**src/core/swi_pkg.sv**
```systemverilog
/*
  constants shared by the sleep / wake-up / interrupt dispatch block.
  assumes a single 50 MHz system clock and synchronous active-high reset.
*/
package swi_pkg;
  // ****************************************
  // program addresses and widths
  // ****************************************
  localparam int SWI_ADDR_W = 10;
  localparam logic [9:0] SWI_VEC_IRQ = 10'h008;
  localparam logic [9:0] SWI_VEC_RESET = 10'h000;
  localparam int SWI_PORT_W = 8;

  // ****************************************
  // enable bit positions inside the control bytes
  // ****************************************
  localparam int SWI_BIT_TIMER_IE = 0;
  localparam int SWI_BIT_PINCHG_IE = 1;
  localparam int SWI_BIT_EXT_IE = 2;
  localparam int SWI_BIT_CMP_IE = 0;
  localparam int SWI_BIT_PINCHG_WE = 4;
  localparam int SWI_BIT_CMP_WE = 2;
  localparam int SWI_BIT_WDT_EN = 7;

  // ****************************************
  // sequencer outcome and power state
  // ****************************************
  typedef enum logic [1:0] {
    SWI_ACT_NONE,
    SWI_ACT_NEXT,
    SWI_ACT_VECTOR,
    SWI_ACT_RESET
  } swi_act_t;

  typedef enum logic {
    SWI_ST_RUN,
    SWI_ST_SLEEP
  } swi_state_t;
endpackage

```
**src/core/swi_ctrl.sv**
```systemverilog
/*
  sleep, wake-up and interrupt dispatch for a small microcontroller core.
  assumes the core sequencer obeys act/act_addr pulses, stops its own
  oscillator while osc_run is low, and that event inputs are synchronous.
*/
// Function
// - enabled external pin event sets its flag while awake (ignored asleep); next instruction or vector 0x08
// - asleep, pin-change wake and irq enables clear: no wake, no flag
// - asleep, only pin-change irq enable: set flag, stay asleep
// - asleep, only pin-change wake enable: wake, resume next, no flag
// - asleep, both enables, global off: wake, set flag, resume next
// - awake or waking, pin-change irq enabled with global on: set flag, vector 0x08
// - running, pin-change irq enable clear: nothing happens
// - running, pin-change irq enable set: set flag, next if global off
// - timer overflow ignored asleep; enabled overflow sets flag, next or vector
// - comparator enables clear: no wake, no interrupt
// - asleep, only comparator irq enable: set flag, stay asleep
// - asleep, only comparator wake enable: wake and resume next
// - asleep, both comparator enables, global off: wake, set flag, resume next
// - awake or waking, comparator irq enabled, global on: set flag, vector 0x08
// - enabled watchdog time-out resets to 0x00, waking first if asleep
// - low voltage resets to 0x00, waking first if asleep
// - global enable set and cleared by instructions; decides vector on wake
// - sleep stops oscillator and timer; watchdog cleared but keeps running
`timescale 1ns/1ps
module swi_ctrl
  import swi_pkg::*;
(
  input wire logic clk,
  input wire logic rst,
  input wire logic [7:0] port_pins,
  input wire logic comparator_out,
  input wire logic ext_irq_pin0,
  input wire logic ext_irq_pin1,
  input wire logic timer_ovf,
  input wire logic watchdog_timeout,
  input wire logic low_voltage,
  input wire logic [7:0] irq_en_ctrl,
  input wire logic [7:0] wake_en_ctrl,
  input wire logic [7:0] cmp_en_ctrl,
  input wire logic global_irq_on_instr,
  input wire logic global_irq_off_instr,
  input wire logic sleep_instr,
  input wire logic irq_ack,
  input wire logic clr_pinchg_flag,
  input wire logic clr_comparator_flag,
  input wire logic clr_ext_pin0_flag,
  input wire logic clr_ext_pin1_flag,
  input wire logic clr_timer_ovf_flag,
  output logic pinchg_flag,
  output logic comparator_flag,
  output logic ext_pin0_flag,
  output logic ext_pin1_flag,
  output logic timer_ovf_flag,
  output logic global_irq_en,
  output logic asleep,
  output logic osc_run,
  output logic timer_run,
  output logic watchdog_clear,
  output logic [1:0] act,
  output logic [9:0] act_addr
);
  // ****************************************
  // enable decode
  // ****************************************
  logic pinchg_irq_en;
  logic pinchg_wake_en;
  logic comparator_irq_en;
  logic comparator_wake_en;
  logic ext_pin_irq_en;
  logic timer_ovf_irq_en;
  logic watchdog_en;

  assign pinchg_irq_en = irq_en_ctrl[SWI_BIT_PINCHG_IE];
  assign ext_pin_irq_en = irq_en_ctrl[SWI_BIT_EXT_IE];
  assign timer_ovf_irq_en = irq_en_ctrl[SWI_BIT_TIMER_IE];
  assign comparator_irq_en = cmp_en_ctrl[SWI_BIT_CMP_IE];
  assign watchdog_en = cmp_en_ctrl[SWI_BIT_WDT_EN];
  assign pinchg_wake_en = wake_en_ctrl[SWI_BIT_PINCHG_WE];
  assign comparator_wake_en = wake_en_ctrl[SWI_BIT_CMP_WE];

  // ****************************************
  // change detectors
  // ****************************************
  logic pin_change;
  logic cmp_change;
  logic ext0_rise;
  logic ext1_rise;
  logic ext0_chg;
  logic ext1_chg;

  swi_edge #(.W(SWI_PORT_W)) u_pin_edge (
    .clk(clk),
    .rst(rst),
    .level(port_pins),
    .change(pin_change)
  );

  swi_edge #(.W(1)) u_cmp_edge (
    .clk(clk),
    .rst(rst),
    .level(comparator_out),
    .change(cmp_change)
  );

  swi_edge #(.W(1)) u_ext0_edge (
    .clk(clk),
    .rst(rst),
    .level(ext_irq_pin0),
    .change(ext0_chg)
  );

  swi_edge #(.W(1)) u_ext1_edge (
    .clk(clk),
    .rst(rst),
    .level(ext_irq_pin1),
    .change(ext1_chg)
  );

  // external pins trigger on the falling edge
  assign ext0_rise = ext0_chg && !ext_irq_pin0;
  assign ext1_rise = ext1_chg && !ext_irq_pin1;

  // ****************************************
  // state
  // ****************************************
  typedef struct packed {
    swi_state_t pst;
    logic gie;
    logic [1:0] act;
    logic [9:0] addr;
    logic wdclr;
  } swi_st_t;

  swi_st_t st;
  swi_st_t next_st;
  logic sleeping;

  assign sleeping = (st.pst == SWI_ST_SLEEP);

  // ****************************************
  // flag set terms
  // ****************************************
  logic set_pc;
  logic set_cmp;
  logic set_ex0;
  logic set_ex1;
  logic set_tmr;
  logic wake_pc;
  logic wake_cmp;
  logic wake_any;
  logic rst_evt;
  logic pending;

  // pin change flags whenever irq enabled, awake or asleep
  assign set_pc = pin_change && pinchg_irq_en;
  assign set_cmp = cmp_change && comparator_irq_en;
  // external pins and timer are dead in sleep
  assign set_ex0 = !sleeping && ext0_rise && ext_pin_irq_en;
  assign set_ex1 = !sleeping && ext1_rise && ext_pin_irq_en;
  assign set_tmr = !sleeping && timer_ovf && timer_ovf_irq_en;
  // wake only through the wake enables
  assign wake_pc = sleeping && pin_change && pinchg_wake_en;
  assign wake_cmp = sleeping && cmp_change && comparator_wake_en;
  assign wake_any = wake_pc || wake_cmp;
  assign rst_evt = (watchdog_timeout && watchdog_en) || low_voltage;

  swi_flag u_pc_flag (
    .clk(clk),
    .rst(rst),
    .set(set_pc),
    .clr(clr_pinchg_flag),
    .flag(pinchg_flag)
  );

  swi_flag u_cmp_flag (
    .clk(clk),
    .rst(rst),
    .set(set_cmp),
    .clr(clr_comparator_flag),
    .flag(comparator_flag)
  );

  swi_flag u_ex0_flag (
    .clk(clk),
    .rst(rst),
    .set(set_ex0),
    .clr(clr_ext_pin0_flag),
    .flag(ext_pin0_flag)
  );

  swi_flag u_ex1_flag (
    .clk(clk),
    .rst(rst),
    .set(set_ex1),
    .clr(clr_ext_pin1_flag),
    .flag(ext_pin1_flag)
  );

  swi_flag u_tmr_flag (
    .clk(clk),
    .rst(rst),
    .set(set_tmr),
    .clr(clr_timer_ovf_flag),
    .flag(timer_ovf_flag)
  );

  // enabled flag still standing keeps requesting the vector
  assign pending = (pinchg_flag && pinchg_irq_en) || (comparator_flag && comparator_irq_en)
    || ((ext_pin0_flag || ext_pin1_flag) && ext_pin_irq_en)
    || (timer_ovf_flag && timer_ovf_irq_en);

  // ****************************************
  // dispatch: reset beats vector beats next
  // ****************************************
  always_comb begin
    next_st = st;
    next_st.act = SWI_ACT_NONE;
    next_st.wdclr = 1'b0;
    // global enable from instructions; disable wins if both
    if (global_irq_off_instr) begin
      next_st.gie = 1'b0;
    end else if (global_irq_on_instr) begin
      next_st.gie = 1'b1;
    end
    if (rst_evt) begin
      next_st.pst = SWI_ST_RUN;
      next_st.act = SWI_ACT_RESET;
      next_st.addr = SWI_VEC_RESET;
      next_st.gie = 1'b0;
    end else if (sleeping) begin
      if (wake_any) begin
        next_st.pst = SWI_ST_RUN;
        // interrupt only if the waking source also flags it
        if (st.gie && ((wake_pc && pinchg_irq_en) || (wake_cmp && comparator_irq_en))) begin
          next_st.act = SWI_ACT_VECTOR;
          next_st.addr = SWI_VEC_IRQ;
        end else begin
          next_st.act = SWI_ACT_NEXT;
          next_st.addr = SWI_VEC_RESET;
        end
      end
    end else if (sleep_instr) begin
      next_st.pst = SWI_ST_SLEEP;
      next_st.wdclr = 1'b1;
    end else if (st.gie && (pending || set_pc || set_cmp || set_ex0 || set_ex1 || set_tmr)) begin
      if (!irq_ack) begin
        next_st.act = SWI_ACT_VECTOR;
        next_st.addr = SWI_VEC_IRQ;
      end
    end
  end

  always_ff @(posedge clk) begin
    if (rst) begin
      st <= '{pst: SWI_ST_RUN, gie: 1'b0, act: SWI_ACT_NONE, addr: SWI_VEC_RESET, wdclr: 1'b0};
    end else begin
      st <= next_st;
    end
  end

  assign global_irq_en = st.gie;
  assign asleep = sleeping;
  assign osc_run = !sleeping;
  assign timer_run = !sleeping;
  assign watchdog_clear = st.wdclr;
  assign act = st.act;
  assign act_addr = st.addr;

  // ****************************************
  // checks
  // ****************************************
  property p_ext_flag;
    @(posedge clk) disable iff (rst) set_ex0 |=> ext_pin0_flag;
  endproperty
  a_ext_flag: assert property (p_ext_flag) else $error("ext flag not set");

  property p_no_wake;
    @(posedge clk) disable iff (rst) (sleeping && !pinchg_wake_en && !comparator_wake_en && !rst_evt) |=> sleeping;
  endproperty
  a_no_wake: assert property (p_no_wake) else $error("woke without wake enable");

  property p_sleep_flag;
    @(posedge clk) disable iff (rst) (sleeping && pin_change && pinchg_irq_en && !clr_pinchg_flag) |=> pinchg_flag;
  endproperty
  a_sleep_flag: assert property (p_sleep_flag) else $error("pin change flag lost in sleep");

  property p_wake_next;
    @(posedge clk) disable iff (rst) (wake_pc && !pinchg_irq_en && !(wake_cmp && comparator_irq_en && st.gie)
      && !rst_evt) |=> (act == SWI_ACT_NEXT) && !asleep;
  endproperty
  a_wake_next: assert property (p_wake_next) else $error("wake did not resume next");

  property p_wake_vec;
    @(posedge clk) disable iff (rst)
      (wake_cmp && comparator_irq_en && st.gie && !rst_evt) |=> (act == SWI_ACT_VECTOR) && (act_addr == SWI_VEC_IRQ);
  endproperty
  a_wake_vec: assert property (p_wake_vec) else $error("wake did not vector");

  property p_timer_sleep;
    @(posedge clk) disable iff (rst) sleeping |-> !set_tmr && !timer_run && !osc_run;
  endproperty
  a_timer_sleep: assert property (p_timer_sleep) else $error("timer active in sleep");

  property p_reset;
    @(posedge clk) disable iff (rst) rst_evt |=> (act == SWI_ACT_RESET) && (act_addr == SWI_VEC_RESET) && !asleep;
  endproperty
  a_reset: assert property (p_reset) else $error("reset event not dispatched");

  property p_sleep_entry;
    @(posedge clk) disable iff (rst) (!sleeping && sleep_instr && !rst_evt) |=> asleep && watchdog_clear;
  endproperty
  a_sleep_entry: assert property (p_sleep_entry) else $error("sleep entry wrong");

  property p_gie;
    @(posedge clk) disable iff (rst) (global_irq_off_instr && !rst_evt) |=> !global_irq_en;
  endproperty
  a_gie: assert property (p_gie) else $error("global disable ignored");

  property p_sticky;
    @(posedge clk) disable iff (rst) (pinchg_flag && !clr_pinchg_flag) |=> pinchg_flag;
  endproperty
  a_sticky: assert property (p_sticky) else $error("flag dropped");

  property p_run_no_flag;
    @(posedge clk) disable iff (rst)
      (!sleeping && pin_change && !pinchg_irq_en && !pinchg_flag) |=> !pinchg_flag;
  endproperty
  a_run_no_flag: assert property (p_run_no_flag) else $error("pin change flagged while disabled");

  property p_wake_flag;
    @(posedge clk) disable iff (rst)
      (wake_pc && pinchg_irq_en && !st.gie && !rst_evt) |=> (act == SWI_ACT_NEXT) && pinchg_flag && !asleep;
  endproperty
  a_wake_flag: assert property (p_wake_flag) else $error("wake without flag or next");

  property p_cmp_sleep_flag;
    @(posedge clk) disable iff (rst)
      (sleeping && cmp_change && comparator_irq_en && !comparator_wake_en && !wake_pc && !rst_evt)
      |=> comparator_flag && asleep;
  endproperty
  a_cmp_sleep_flag: assert property (p_cmp_sleep_flag) else $error("comparator flag or sleep lost");

  property p_low_volt;
    @(posedge clk) disable iff (rst)
      low_voltage |=> (act == SWI_ACT_RESET) && (act_addr == SWI_VEC_RESET) && !asleep;
  endproperty
  a_low_volt: assert property (p_low_volt) else $error("low voltage did not reset");

  // running with global enable on and irq_ack low, an enabled external pin or timer event vectors at once
  property p_run_vector;
    @(posedge clk) disable iff (rst)
      (!sleeping && st.gie && (set_ex0 || set_ex1 || set_tmr) && !rst_evt && !sleep_instr && !irq_ack)
      |=> (act == SWI_ACT_VECTOR) && (act_addr == SWI_VEC_IRQ);
  endproperty
  a_run_vector: assert property (p_run_vector) else $error("enabled event did not vector");
endmodule

```
**src/core/swi_edge.sv**
```systemverilog
/*
  change detector for a group of input levels.
  assumes inputs are synchronous to clk.
*/
`timescale 1ns/1ps
module swi_edge
  import swi_pkg::*;
#(
  parameter int W = 1
) (
  input wire logic clk,
  input wire logic rst,
  input wire logic [W-1:0] level,
  output logic change
);
  typedef struct packed {
    logic [W-1:0] last;
    logic primed;
  } swi_edge_st_t;

  swi_edge_st_t st;
  swi_edge_st_t next_st;

  // ****************************************
  // remember last level; no change reported on first sample
  // ****************************************
  always_comb begin
    next_st = st;
    next_st.last = level;
    next_st.primed = 1'b1;
  end

  always_ff @(posedge clk) begin
    if (rst) begin
      st <= '0;
    end else begin
      st <= next_st;
    end
  end

  assign change = st.primed && (level != st.last);
endmodule

```
**src/core/swi_flag.sv**
```systemverilog
/*
  sticky interrupt flag: set by hardware event, cleared by software.
  assumes set and clear are single-cycle pulses in the clk domain.
*/
`timescale 1ns/1ps
module swi_flag
  import swi_pkg::*;
(
  input wire logic clk,
  input wire logic rst,
  input wire logic set,
  input wire logic clr,
  output logic flag
);
  typedef struct packed {
    logic f;
  } swi_flag_st_t;

  swi_flag_st_t st;
  swi_flag_st_t next_st;

  // ****************************************
  // set wins over a clear in the same cycle
  // ****************************************
  always_comb begin
    next_st = st;
    if (set) begin
      next_st.f = 1'b1;
    end else if (clr) begin
      next_st.f = 1'b0;
    end
  end

  always_ff @(posedge clk) begin
    if (rst) begin
      st <= '0;
    end else begin
      st <= next_st;
    end
  end

  assign flag = st.f;
endmodule

```
**config.mk**
```make
export PLATFORM = sky130hd
export DESIGN_NAME = swi_ctrl
export DESIGN_NICKNAME = d
export VERILOG_FILES = /design/src/core/swi_pkg.sv /design/src/core/swi_ctrl.sv /design/src/core/swi_edge.sv /design/src/core/swi_flag.sv
export SDC_FILE = /design/constraint.sdc
export NUM_CORES = 1
export LEC_CHECK = 0
export BUFFER_PORTS_ARGS = -buffer_cell sky130_fd_sc_hd__buf_2
export CAP_MARGIN = 20
export CELL_PAD_IN_SITES_DETAIL_PLACEMENT = 1
export CELL_PAD_IN_SITES_GLOBAL_PLACEMENT = 2
export CORE_MARGIN = 1
export CORE_UTILIZATION = 24
export CTS_CLUSTER_DIAMETER = 40
export DETAILED_ROUTE_END_ITERATION = 12
export PLACE_DENSITY = 0.89
export SYNTH_ARGS = -nofsm -noshare
export SYNTH_HDL_FRONTEND = slang
export SYNTH_HIERARCHICAL = 1
export SYNTH_SLANG_ARGS = --single-unit
```
**constraint.sdc**
```tcl
create_clock -name clk -period 3.1 [get_ports clk]
set_clock_uncertainty 0.2 [all_clocks]
set_input_delay 0.465 -clock clk [delete_from_list [all_inputs] [get_ports clk]]
set_output_delay 0.465 -clock clk [all_outputs]
set_load 0.1 [all_outputs]
```
Word level (Yosys, flattened, before mapping)
Index checks and enable logic that the tools add are counted.
{ "totals": {"regBits": 35, "in_bits": 49, "out_inout_bits": 22, "elab_cells": 101} }
{ "classes": {"n_eq_ne": 7, "muxes": 24, "n_reduce_logical": 52} }
{ "ops": {"columns": ["cell", "count"], "rows": [
  ["two-way mux 12 bit", 7],
  ["logical AND 1 bit", 27],
  ["two-way mux 1 bit", 17],
  ["logical OR 1 bit", 12],
  ["nonzero test 2 bit", 6],
  ["inequality test 8 bit", 1],
  ["inequality test 2 x 1 -> 1 bit, second input constant", 3],
  ["OR reduction 3 bit", 2],
  ["AND reduction 4 bit", 1],
  ["logical NOT 1 bit", 3],
  ["inequality test 1 bit", 3],
  ["OR reduction 2 bit", 1]
]} }

Depth between registers and ports, before layout
Gate-level depths: netlist of the first run.
{ "logic_depth": {"word_depth": 14, "ltp_mapped": 7, "mapped_depth_nobuf": 7} }

Modules after synthesis
Netlist of the first run, hierarchy kept.
{ "modules_own_cells": {"columns": ["mod", "n_inst", "cells_each", "area_each_um2", "seq_area_each_um2"], "rows": [
  ["swi_ctrl", 1, 54, 421.7, 120.1],
  ["swi_edge at u_pin_edge", 1, 29, 324.1, 180.2],
  ["swi_edge at u_cmp_edge ...", 3, 6, 65.1, 40.0],
  ["swi_flag", 5, 4, 38.8, 20.0]
]} }

Least setup slack after synthesis of the first run
OpenSTA, ideal clock, no wires.
{ "synth_path": {"kind": "register to output", "start": "register st, in the netlist asleep", "end": "output timer_run", "arrival_time_ps": 2244, "required_ps": 2435, "path_slack_ps": 191, "path_stages_with_launch": 3, "n_path_buf": 1, "path_cell_list": "dfxtp_1 -> inv_1 -> buf_4"} }
{ "synth_between": {"elab_chain_cells": 1} }
{ "synth_lines": {"columns": ["element", "line_no", "source"], "rows": [
  ["from (decl)", "swi_ctrl.sv:135", "swi_st_t st;"],
  ["from (signal assigned)", "swi_ctrl.sv:256", "st <= '{pst: SWI_ST_RUN, gie: 1'b0, act: SWI_ACT_NONE, addr: SWI_VEC_RESET, wdclr: 1'b0};"],
  ["from (signal assigned)", "swi_ctrl.sv:258", "st <= next_st;"],
  ["logical NOT 1 bit", null, null],
  ["to (decl)", "swi_ctrl.sv:58", "output logic timer_run,"]
]} }
No other way between the ends.

Worst setup path in the final report of the first run
{ "layout_path": {"start": "input port_pins[1]", "end": "register st, in the netlist act[1]"} }
{ "layout_between": {"elab_chain_cells": 13, "word_cells_on_any_way": 21, "classes_between": "eq/ne: 1; mux: 6; reduce/logical: 14"} }
{ "layout_lines": {"columns": ["element", "line_no", "source"], "rows": [
  ["from (decl)", "swi_ctrl.sv:31", "input wire logic [7:0] port_pins,"],
  ["inequality test 8 bit (*)", "swi_edge.sv:41", "assign change = st.primed && (level != st.last);"],
  ["logical AND 1 bit (*)", "swi_edge.sv:41", null],
  ["net pin_change", "swi_ctrl.sv:85", "logic pin_change;"],
  ["logical AND 1 bit", "swi_ctrl.sv:156", "assign set_pc = pin_change && pinchg_irq_en;"],
  ["logical OR 1 bit (5 in a row)", "swi_ctrl.sv:246", "end else if (st.gie && (pending || set_pc || set_cmp || set_ex0 || set_ex1 || set_tmr)) begin"],
  ["logical AND 1 bit", "swi_ctrl.sv:246", null],
  ["two-way mux 12 bit", "swi_ctrl.sv:246", null],
  ["two-way mux 12 bit", "swi_ctrl.sv:243", "end else if (sleep_instr) begin"],
  ["two-way mux 12 bit (*)", "swi_ctrl.sv:231", "end else if (sleeping) begin"],
  ["two-way mux 12 bit (*)", "swi_ctrl.sv:226", "if (rst_evt) begin"]
]} }
The timed path passes the listed nets; every way through them passes the cells marked *. The select of a mux whose other input is x is not followed.
A chain may end at the register's enable or synchronous reset.

==> results of run 1 <==
[power by group]
| group | switching (uW) | leakage (uW) | internal, uW |
|---|---|---|---|
| sequential | 7.64 | 0.000216 | 350 |
| combinational | 135 | 0.000426 | 43.1 |
| clock | 98.4 | 0.0000216 | 86.8 |
| total | 241 | 0.000663 | 480 |
[registers in the layout, indices dropped and copies added (netlist names), 2 cells and up]
| name | flops |
|---|---|
| act | 2 |
| u_cmp_edge/st | 2 |
| u_ext0_edge/st | 2 |
| u_ext1_edge/st | 2 |
| u_pin_edge/st | 9 |
[worst min-delay path by stage]
stage / end / slack (ns) / cells after the start
floorplan: u_cmp_edge/st[0]$_DFF_P_ / 0.32 / 1
global placement: u_tmr_flag/flag$_SDFFE_PP0P_ / 0.29 / 2
detailed placement: u_cmp_flag/flag$_SDFFE_PP0P_ / 0.30 / 2
CTS: global_irq_en$_SDFFE_PP0P_ / 0.15 / 2
global route: global_irq_en$_SDFFE_PP0P_ / 0.15 / 2
finish: global_irq_en$_SDFFE_PP0P_ / 0.15 / 2
[logic make-up after synthesis]
logic type | count (synthesis) | synth area share
xor gates and xnor gates | 11 | 0.08489
buffers and inverters | 20 | 0.09923
other | 1 | 0.003304
and+or+nand+nor | 46 | 0.2470
DFF | 26 | 0.4587
AOI/OAI and AO/OA | 17 | 0.1070
[metrics by stage]
stage | cell area [sq um] | util
5_1_grt | 1416 | 0.3187
3_5_place_dp | 1375 | 0.3094
6_report | 1416 | 0.3187
4_1_cts | 1416 | 0.3187
2_1_floorplan | 1165 | -
3_3_place_gp | 1375 | 0.3094
[cells in the final DEF (no fill, tap or decap), drive strengths merged, types with 2 or more instances in the layout]
master,count
nor2,6
or2,2
and2,5
a21oi,7
nand2b,5
and4bb,2
o21ai,4
dfxtp,26
nor2b,11
conb,9
inv,10
nor3,4
nand3,2
clkbuf,3
xor2,11
nand2,2
nor4,2
buf,44
[routing by layer]
layer	wire (microns)	GRT usage
met1	1086	0.1172
met4	27	0.04000
met2	1129	0.1677
met5	0	0
met3	158	0.02422
[cell type report]
cell class,count,area (sq um),share of cell area
clock buffers,3,41.29,0.02915
inverters,10,37.54,0.02650
multi-input cells,83,531.8,0.3754
flip-flops and latches,26,520.5,0.3675
well taps,52,65.06,0.04594
repair buffers,44,220.2,0.1555
[worst max-delay path, cell delays in order]
cell and delay (ns):
buf_2 0.11, xor2_1 0.15, nor4_1 0.34, a21boi_1 0.19, o21ai_0 0.19, nand4_1 0.14
o211ai_1 0.23, a21oi_1 0.09
==> key figures, run 1 <==
Run status
  • Status: finished, violations left
  • Failing checks: design-rule violations

Drt
  • DRC viols: 6
  • Pre-Repair DR Iteration Count: 8
  • DR vias: 920
  • WL final: 2.401 mm
  • Avg WL per Cell: 11.01 microns
  • DR vias/cell: 4.220
  • ANT nets after route: 0
  • DRT iter0 DRCs: 39

Worst setup path
  • R2R cell count: 7
  • Critical R2R Capture: act[1]$_SDFF_PP0_
  • Req. time, crit path: 3.04 ns
  • Critical Path Start Type: input pin
  • Critical Path Sink Type: flip-flop
  • Arr. time, crit path: 1.90 ns
  • CP startpoint: port_pins[1]
  • CP Capture Point: act[1]$_SDFF_PP0_
  • Crit path kind: input pin to flip-flop
  • Reg-to-reg slack, setup: 1.15 ns
  • Crit Reg-Reg Startpoint: u_pin_edge/st[5]$_SDFF_PP0_
  • Crit Path Max Fanout: 4

Synth
  • Post-synth EDFFs: 0
  • Cells after Synth: 121
  • Top-area cell type share of the netlist area: 0.4587
  • Post-Syn Area: 1135 sq um
  • Synth Flop Type: dfxtp_1
  • Mean Syn Cell Area: 9.379 sq um
  • Count leader, synth: dfxtp_1
  • Largest area contributor in the netlist: dfxtp_1
  • Ranking of synthesized cells by area: dfxtp_1 46%, xor2_1 8.5%, buf_4 6.6%
  • Post-synth top cells: 26 x dfxtp_1, 11 x nor2b_1, 11 x xor2_1
  • Seq/Total Area, Yosys: 0.4587
  • YS warnings: 6
  • #FFs+latches synth: 26
  • Post-synth cell types: 31
  • Asr flop ratio synth: 0

Clocking
  • TritonCTS clock tree: done
  • H-tree Lvls: 1
  • Total CTS buffers: 3
  • Post-CTS Setup Inserts: 0
  • Clock-pin slew of the registers on the worst-case setup and hold paths: 0.09 ns
  • CTS max path bufs: 2
  • Clock latency on the worst-skew pair: 0.26 ns
  • CTS resizes: 0
  • Hold buffers post-CTS: 0
  • Clock sink total: 26
  • CTS root buffer: clkbuf_8

Power
  • Pwr dens: 509.1 nW/um^2
  • Total power: 721.1 uW
  • Leakage: 0.0006631 uW
  • Max rail drop VDD: 0.0001364 V

Timing
  • Final hold vios: 0
  • RSZ-0062 raised after global routing: false
  • Hold Slack: 0.1530 ns
  • Final setup vio count: 0
  • Fin crit period: 1.966 ns
  • Max Slew Vio Count: 0
  • Setup TNS: 0 ns
  • Final WS setup: 1.134 ns
  • Post-route clock period utilization: 0.6342
  • Fmax: 508.6 MHz

Hold path
  • Hold path start: global_irq_off_instr
  • Worst Hold Class: input pin to flip-flop

Global routing
  • Number of global-route vias before repair: 894
  • Pin count of the biggest net entering global routing: 24
  • First-pass GRT wire length: 3.795 mm
  • Total track usage: 0.09790
  • Initial antenna violation count: 0
  • GRT Residual Overflow: 0

Floorplanning
  • Die area: 5008 sq um
  • Io pins: 71
  • Die height: 70.77 microns
  • Die W: 70.77 microns
  • Core ar.: 4444 sq um
  • Starting Density: 0.2553
  • Row cnt: 24

Job
  • Max cap viols: 0

Placed design
  • Pre-CTS setup slack: 0.8572 ns
  • Gpl congestion: 0.7293
  • DP Cell Count: 215
  • Port Buffers: 44
  • Post-DP HPWL: 1.901 mm

Cells and area
  • Fill cell count: 554
  • Synthesis-to-finish area growth: 24.81%
  • Nets: 217
  • Final std cells w/o fill: 218
  • Antenna Cells: 0
  • Layout cell share with drive strength beyond 1: 0.3434
No activity file was read; power rests on OpenSTA's default activity.
==> run 2: changes to the inputs <==
--- a/config.mk
+++ b/config.mk
@@ -10,10 +10,10 @@
 export CELL_PAD_IN_SITES_DETAIL_PLACEMENT = 1
 export CELL_PAD_IN_SITES_GLOBAL_PLACEMENT = 2
 export CORE_MARGIN = 1
-export CORE_UTILIZATION = 24
+export CORE_UTILIZATION = 20
 export CTS_CLUSTER_DIAMETER = 40
 export DETAILED_ROUTE_END_ITERATION = 12
-export PLACE_DENSITY = 0.89
+export PLACE_DENSITY = 0.8
 export SYNTH_ARGS = -nofsm -noshare
 export SYNTH_HDL_FRONTEND = slang
 export SYNTH_HIERARCHICAL = 1
==> constraint.sdc (replaced) <==
create_clock -name clk -period 1.65 [get_ports clk]
set_clock_uncertainty 0.2 [all_clocks]
set_input_delay 0.2475 -clock clk [delete_from_list [all_inputs] [get_ports clk]]
set_output_delay 0.2475 -clock clk [all_outputs]
set_load 0.1 [all_outputs]
==> key figures, run 2 (synthesis results as in run 1) <==
Worst setup path
  • Largest delay share family, worst path: compound AO/OA/AOI/OAI gates (unchanged)
  • Slowest cell delay on critical path: 0.32 ns (was 0.34 ns)
  • Crit Reg-Reg Startpoint: u_pin_edge/st[3]$_SDFF_PP0_ (was u_pin_edge/st[5]$_SDFF_PP0_)
  • Crit Path Max Fanout: 4 (unchanged)
  • Critical Path Start Type: flip-flop (was input pin)
  • R2R cell count: 7 (unchanged)
  • Crit path kind: flip-flop to flip-flop (was input pin to flip-flop)
  • Arr. time, crit path: 1.76 ns (was 1.90 ns)
  • Critical R2R Capture: act[1]$_SDFF_PP0_ (unchanged)
  • Reg-to-reg slack, setup: -0.16 ns (was 1.15 ns)
  • Slowest CP cell: dfxtp_1 (was nor4_1)
  • Req. time, crit path: 1.60 ns (was 3.04 ns)
  • Critical Path Sink Type: flip-flop (unchanged)
  • Worst path cell trace: xor2_1 -> nor4_2 -> a21boi_2 -> o21ai_1 -> nand4_1 -> o211ai_1 -> a21oi_1 (was buf_2 -> xor2_1 -> nor4_1 -> a21boi_1 -> o21ai_0 -> nand4_1 -> o211ai_1 -> a21oi_1)
  • Buf+Inv Stages, Crit Path: 0 (was 1)

Cells and area
  • Layout cell share with drive strength beyond 1: 0.4138 (was 0.3434)
  • Max reg flops: 9 (unchanged)
  • Most frequent cells in the layout: 41 x buf_2, 23 x dfxtp_1, 11 x nor2b_1, 11 x xor2_1 (was 44 x buf_2, 26 x dfxtp_1, 11 x nor2b_1, 11 x xor2_1, 10 x inv_1)
  • Final instance area: 1599 sq um (was 1416 sq um)
  • Fill cell count: 677 (was 554)
  • Fin util: 0.2922 (was 0.3187)
  • Most common cell after layout, fill and taps aside: buf_2 (unchanged)
  • Nets: 224 (was 217)
  • Largest register by flop count: u_pin_edge/st (unchanged)
  • Antenna Cells: 0 (unchanged)
  • Synthesis-to-finish area growth: 40.90% (was 24.81%)

Placed design
  • Placed cell area: 1495 sq um (was 1375 sq um)
  • Post-DP HPWL: 2.151 mm (was 1.901 mm)
  • Gpl congestion: 0.6934 (was 0.7293)
  • Port Buffers: 44 (unchanged)

Hold path
  • Hold Crit Depth: 2 (unchanged)
  • Hold path endpoint: u_pin_edge/st[2]$_SDFF_PP0_ (was global_irq_en$_SDFFE_PP0P_)
  • Worst Hold Class: input pin to flip-flop (unchanged)
  • Hold path start: port_pins[1] (was global_irq_off_instr)

Clocking
  • CTS root buffer: clkbuf_8 (unchanged)
  • H-tree Lvls: 1 (unchanged)
  • Clock-pin slew of the registers on the worst-case setup and hold paths: 0.09 ns (about the same)
  • TritonCTS clock tree: done (unchanged)
  • CTS max path bufs: 2 (unchanged)
  • Total CTS buffers: 3 (unchanged)
  • Clock latency on the worst-skew pair: 0.27 ns (was 0.26 ns)
  • Clock sink total: 26 (unchanged)

Drt
  • Avg WL per Cell: 10.87 microns (was 11.01 microns)
  • DRT iter0 DRCs: 24 (was 39)
  • Pre-Repair DR Iteration Count: 4 (was 8)
  • ANT nets after route: 0 (unchanged)
  • DRC viols: 0 (was 6)
  • DR vias: 947 (was 920)
  • WL final: 2.674 mm (was 2.401 mm)
  • DR vias/cell: 3.850 (was 4.220)

Job
  • Max cap viols: 0 (unchanged)

Global routing
  • GRT Residual Overflow: 0 (unchanged)
  • Pin count of the biggest net entering global routing: 23 (was 24)
  • First-pass GRT wire length: 4.450 mm (was 3.795 mm)
  • Number of global-route vias before repair: 998 (was 894)
  • Total track usage: 0.09530 (was 0.09790)
  • Initial antenna violation count: 0 (unchanged)

Timing
  • Final hold vios: 0 (unchanged)
  • RSZ-0062 raised after global routing: true (was false)
  • Final WS setup: -0.1561 ns (was 1.134 ns)
  • Fin crit period: 1.806 ns
  • Post-route clock period utilization: 1.095
  • Hold Slack: 0.008430 ns (was 0.1530 ns)
  • Max Slew Vio Count: 0 (unchanged)
  • Fmax: 553.7 MHz
  • Final setup vio count: 4 (was 0)

Floorplanning
  • Starting Density: 0.2074 (was 0.2553)
  • Die height: 77.33 microns (was 70.77 microns)
  • Row cnt: 27 (was 24)
  • Core ar.: 5473 sq um (was 4444 sq um)
  • Die area: 5979 sq um (was 5008 sq um)
  • Io pins: 71 (unchanged)
  • Die W: 77.33 microns (was 70.77 microns)

Power
  • Max rail drop VDD: 0.0003189 V (was 0.0001364 V)
  • Total power: 1505 uW (was 721.1 uW)
  • Leakage: 0.0007307 uW (was 0.0006631 uW)
  • Pwr dens: 941.1 nW/um^2 (was 509.1 nW/um^2)

Run status
  • Failing checks: negative setup slack (was design-rule violations)
  • Status: finished, violations left (unchanged)
run 2: changes by cell type in the layout (fill, tap and decap cells not counted), moves of 3 or more:
cell / previous run / this run
buf_4: 0 / 5
dfxtp_1: 26 / 23
buf_2: 44 / 41
buf_12: 0 / 3
run 2: power by group:
group / leakage [uW] / internal, uW / total (uW) / switching (uW)
combinational: 0.000480 / 101 / 368 / 267
sequential: 0.000217 / 657 / 671 / 13.8
clock: 0.0000339 / 264 / 465 / 202
run 2: area by class of cell:
cell class / instances / area, sq um / share of cell area
Clock buffer: 4 / 66.31 / 0.04147
Multi-Input combinational cell: 83 / 550.5 / 0.3443
Sequential cell: 26 / 526.8 / 0.3294
Inverter: 10 / 41.29 / 0.02582
Timing Repair Buffer: 51 / 324.1 / 0.2027
Tap cell: 72 / 90.09 / 0.05634
run 2: how the worst max path moves through the flow:
stage | start | to | slack [ns] | cells after the start
final | u_pin_edge/st[3]$_SDFF_PP0_ | act[1]$_SDFF_PP0_ | -0.16 | 7
after floorplan | asleep$_SDFF_PP0_ | timer_run | -0.28 | 2
after global placement | port_pins[1] | act_addr[3]$_SDFFE_PP0P_ | -0.40 | 8
after global routing | u_pin_edge/st[3]$_SDFF_PP0_ | act[1]$_SDFF_PP0_ | -0.31 | 7
after detailed placement | port_pins[1] | act[1]$_SDFF_PP0_ | -0.39 | 8
after CTS | u_pin_edge/st[2]$_SDFF_PP0_ | act[1]$_SDFF_PP0_ | -0.20 | 7
run 2: repair_timing:
action | CTS | global route
endpoints found under the setup margin | 6 | 6
gates resized for setup | 4 | 2
hold buffers | 1 | 0
buffers inserted | 1 | 0
pin swaps | 1 | 2
hold endpoints to repair | 1 | 0
run 2: stage by stage:
stage	TNS, ns	setup slack, ns	instances
4_1_cts	-0.5965	-0.1969	246
2_1_floorplan	-0.9288	-0.2812	129
5_1_grt	-1.153	-0.3121	246
6_report	-0.4171	-0.1561	246
3_5_place_dp	-1.222	-0.3859	240
3_3_place_gp	-1.165	-0.3963	240
run 2: routing by layer:
layer / GRT usage / vias to the layer above / share of wire
li1: - / 477 / -
met1: 0.1124 / 435 / 0.43
met2: 0.1646 / 31 / 0.49
met3: 0.02143 / 4 / 0.057
met4: 0.03962 / 0 / 0.015
met5: 0 / - / 0
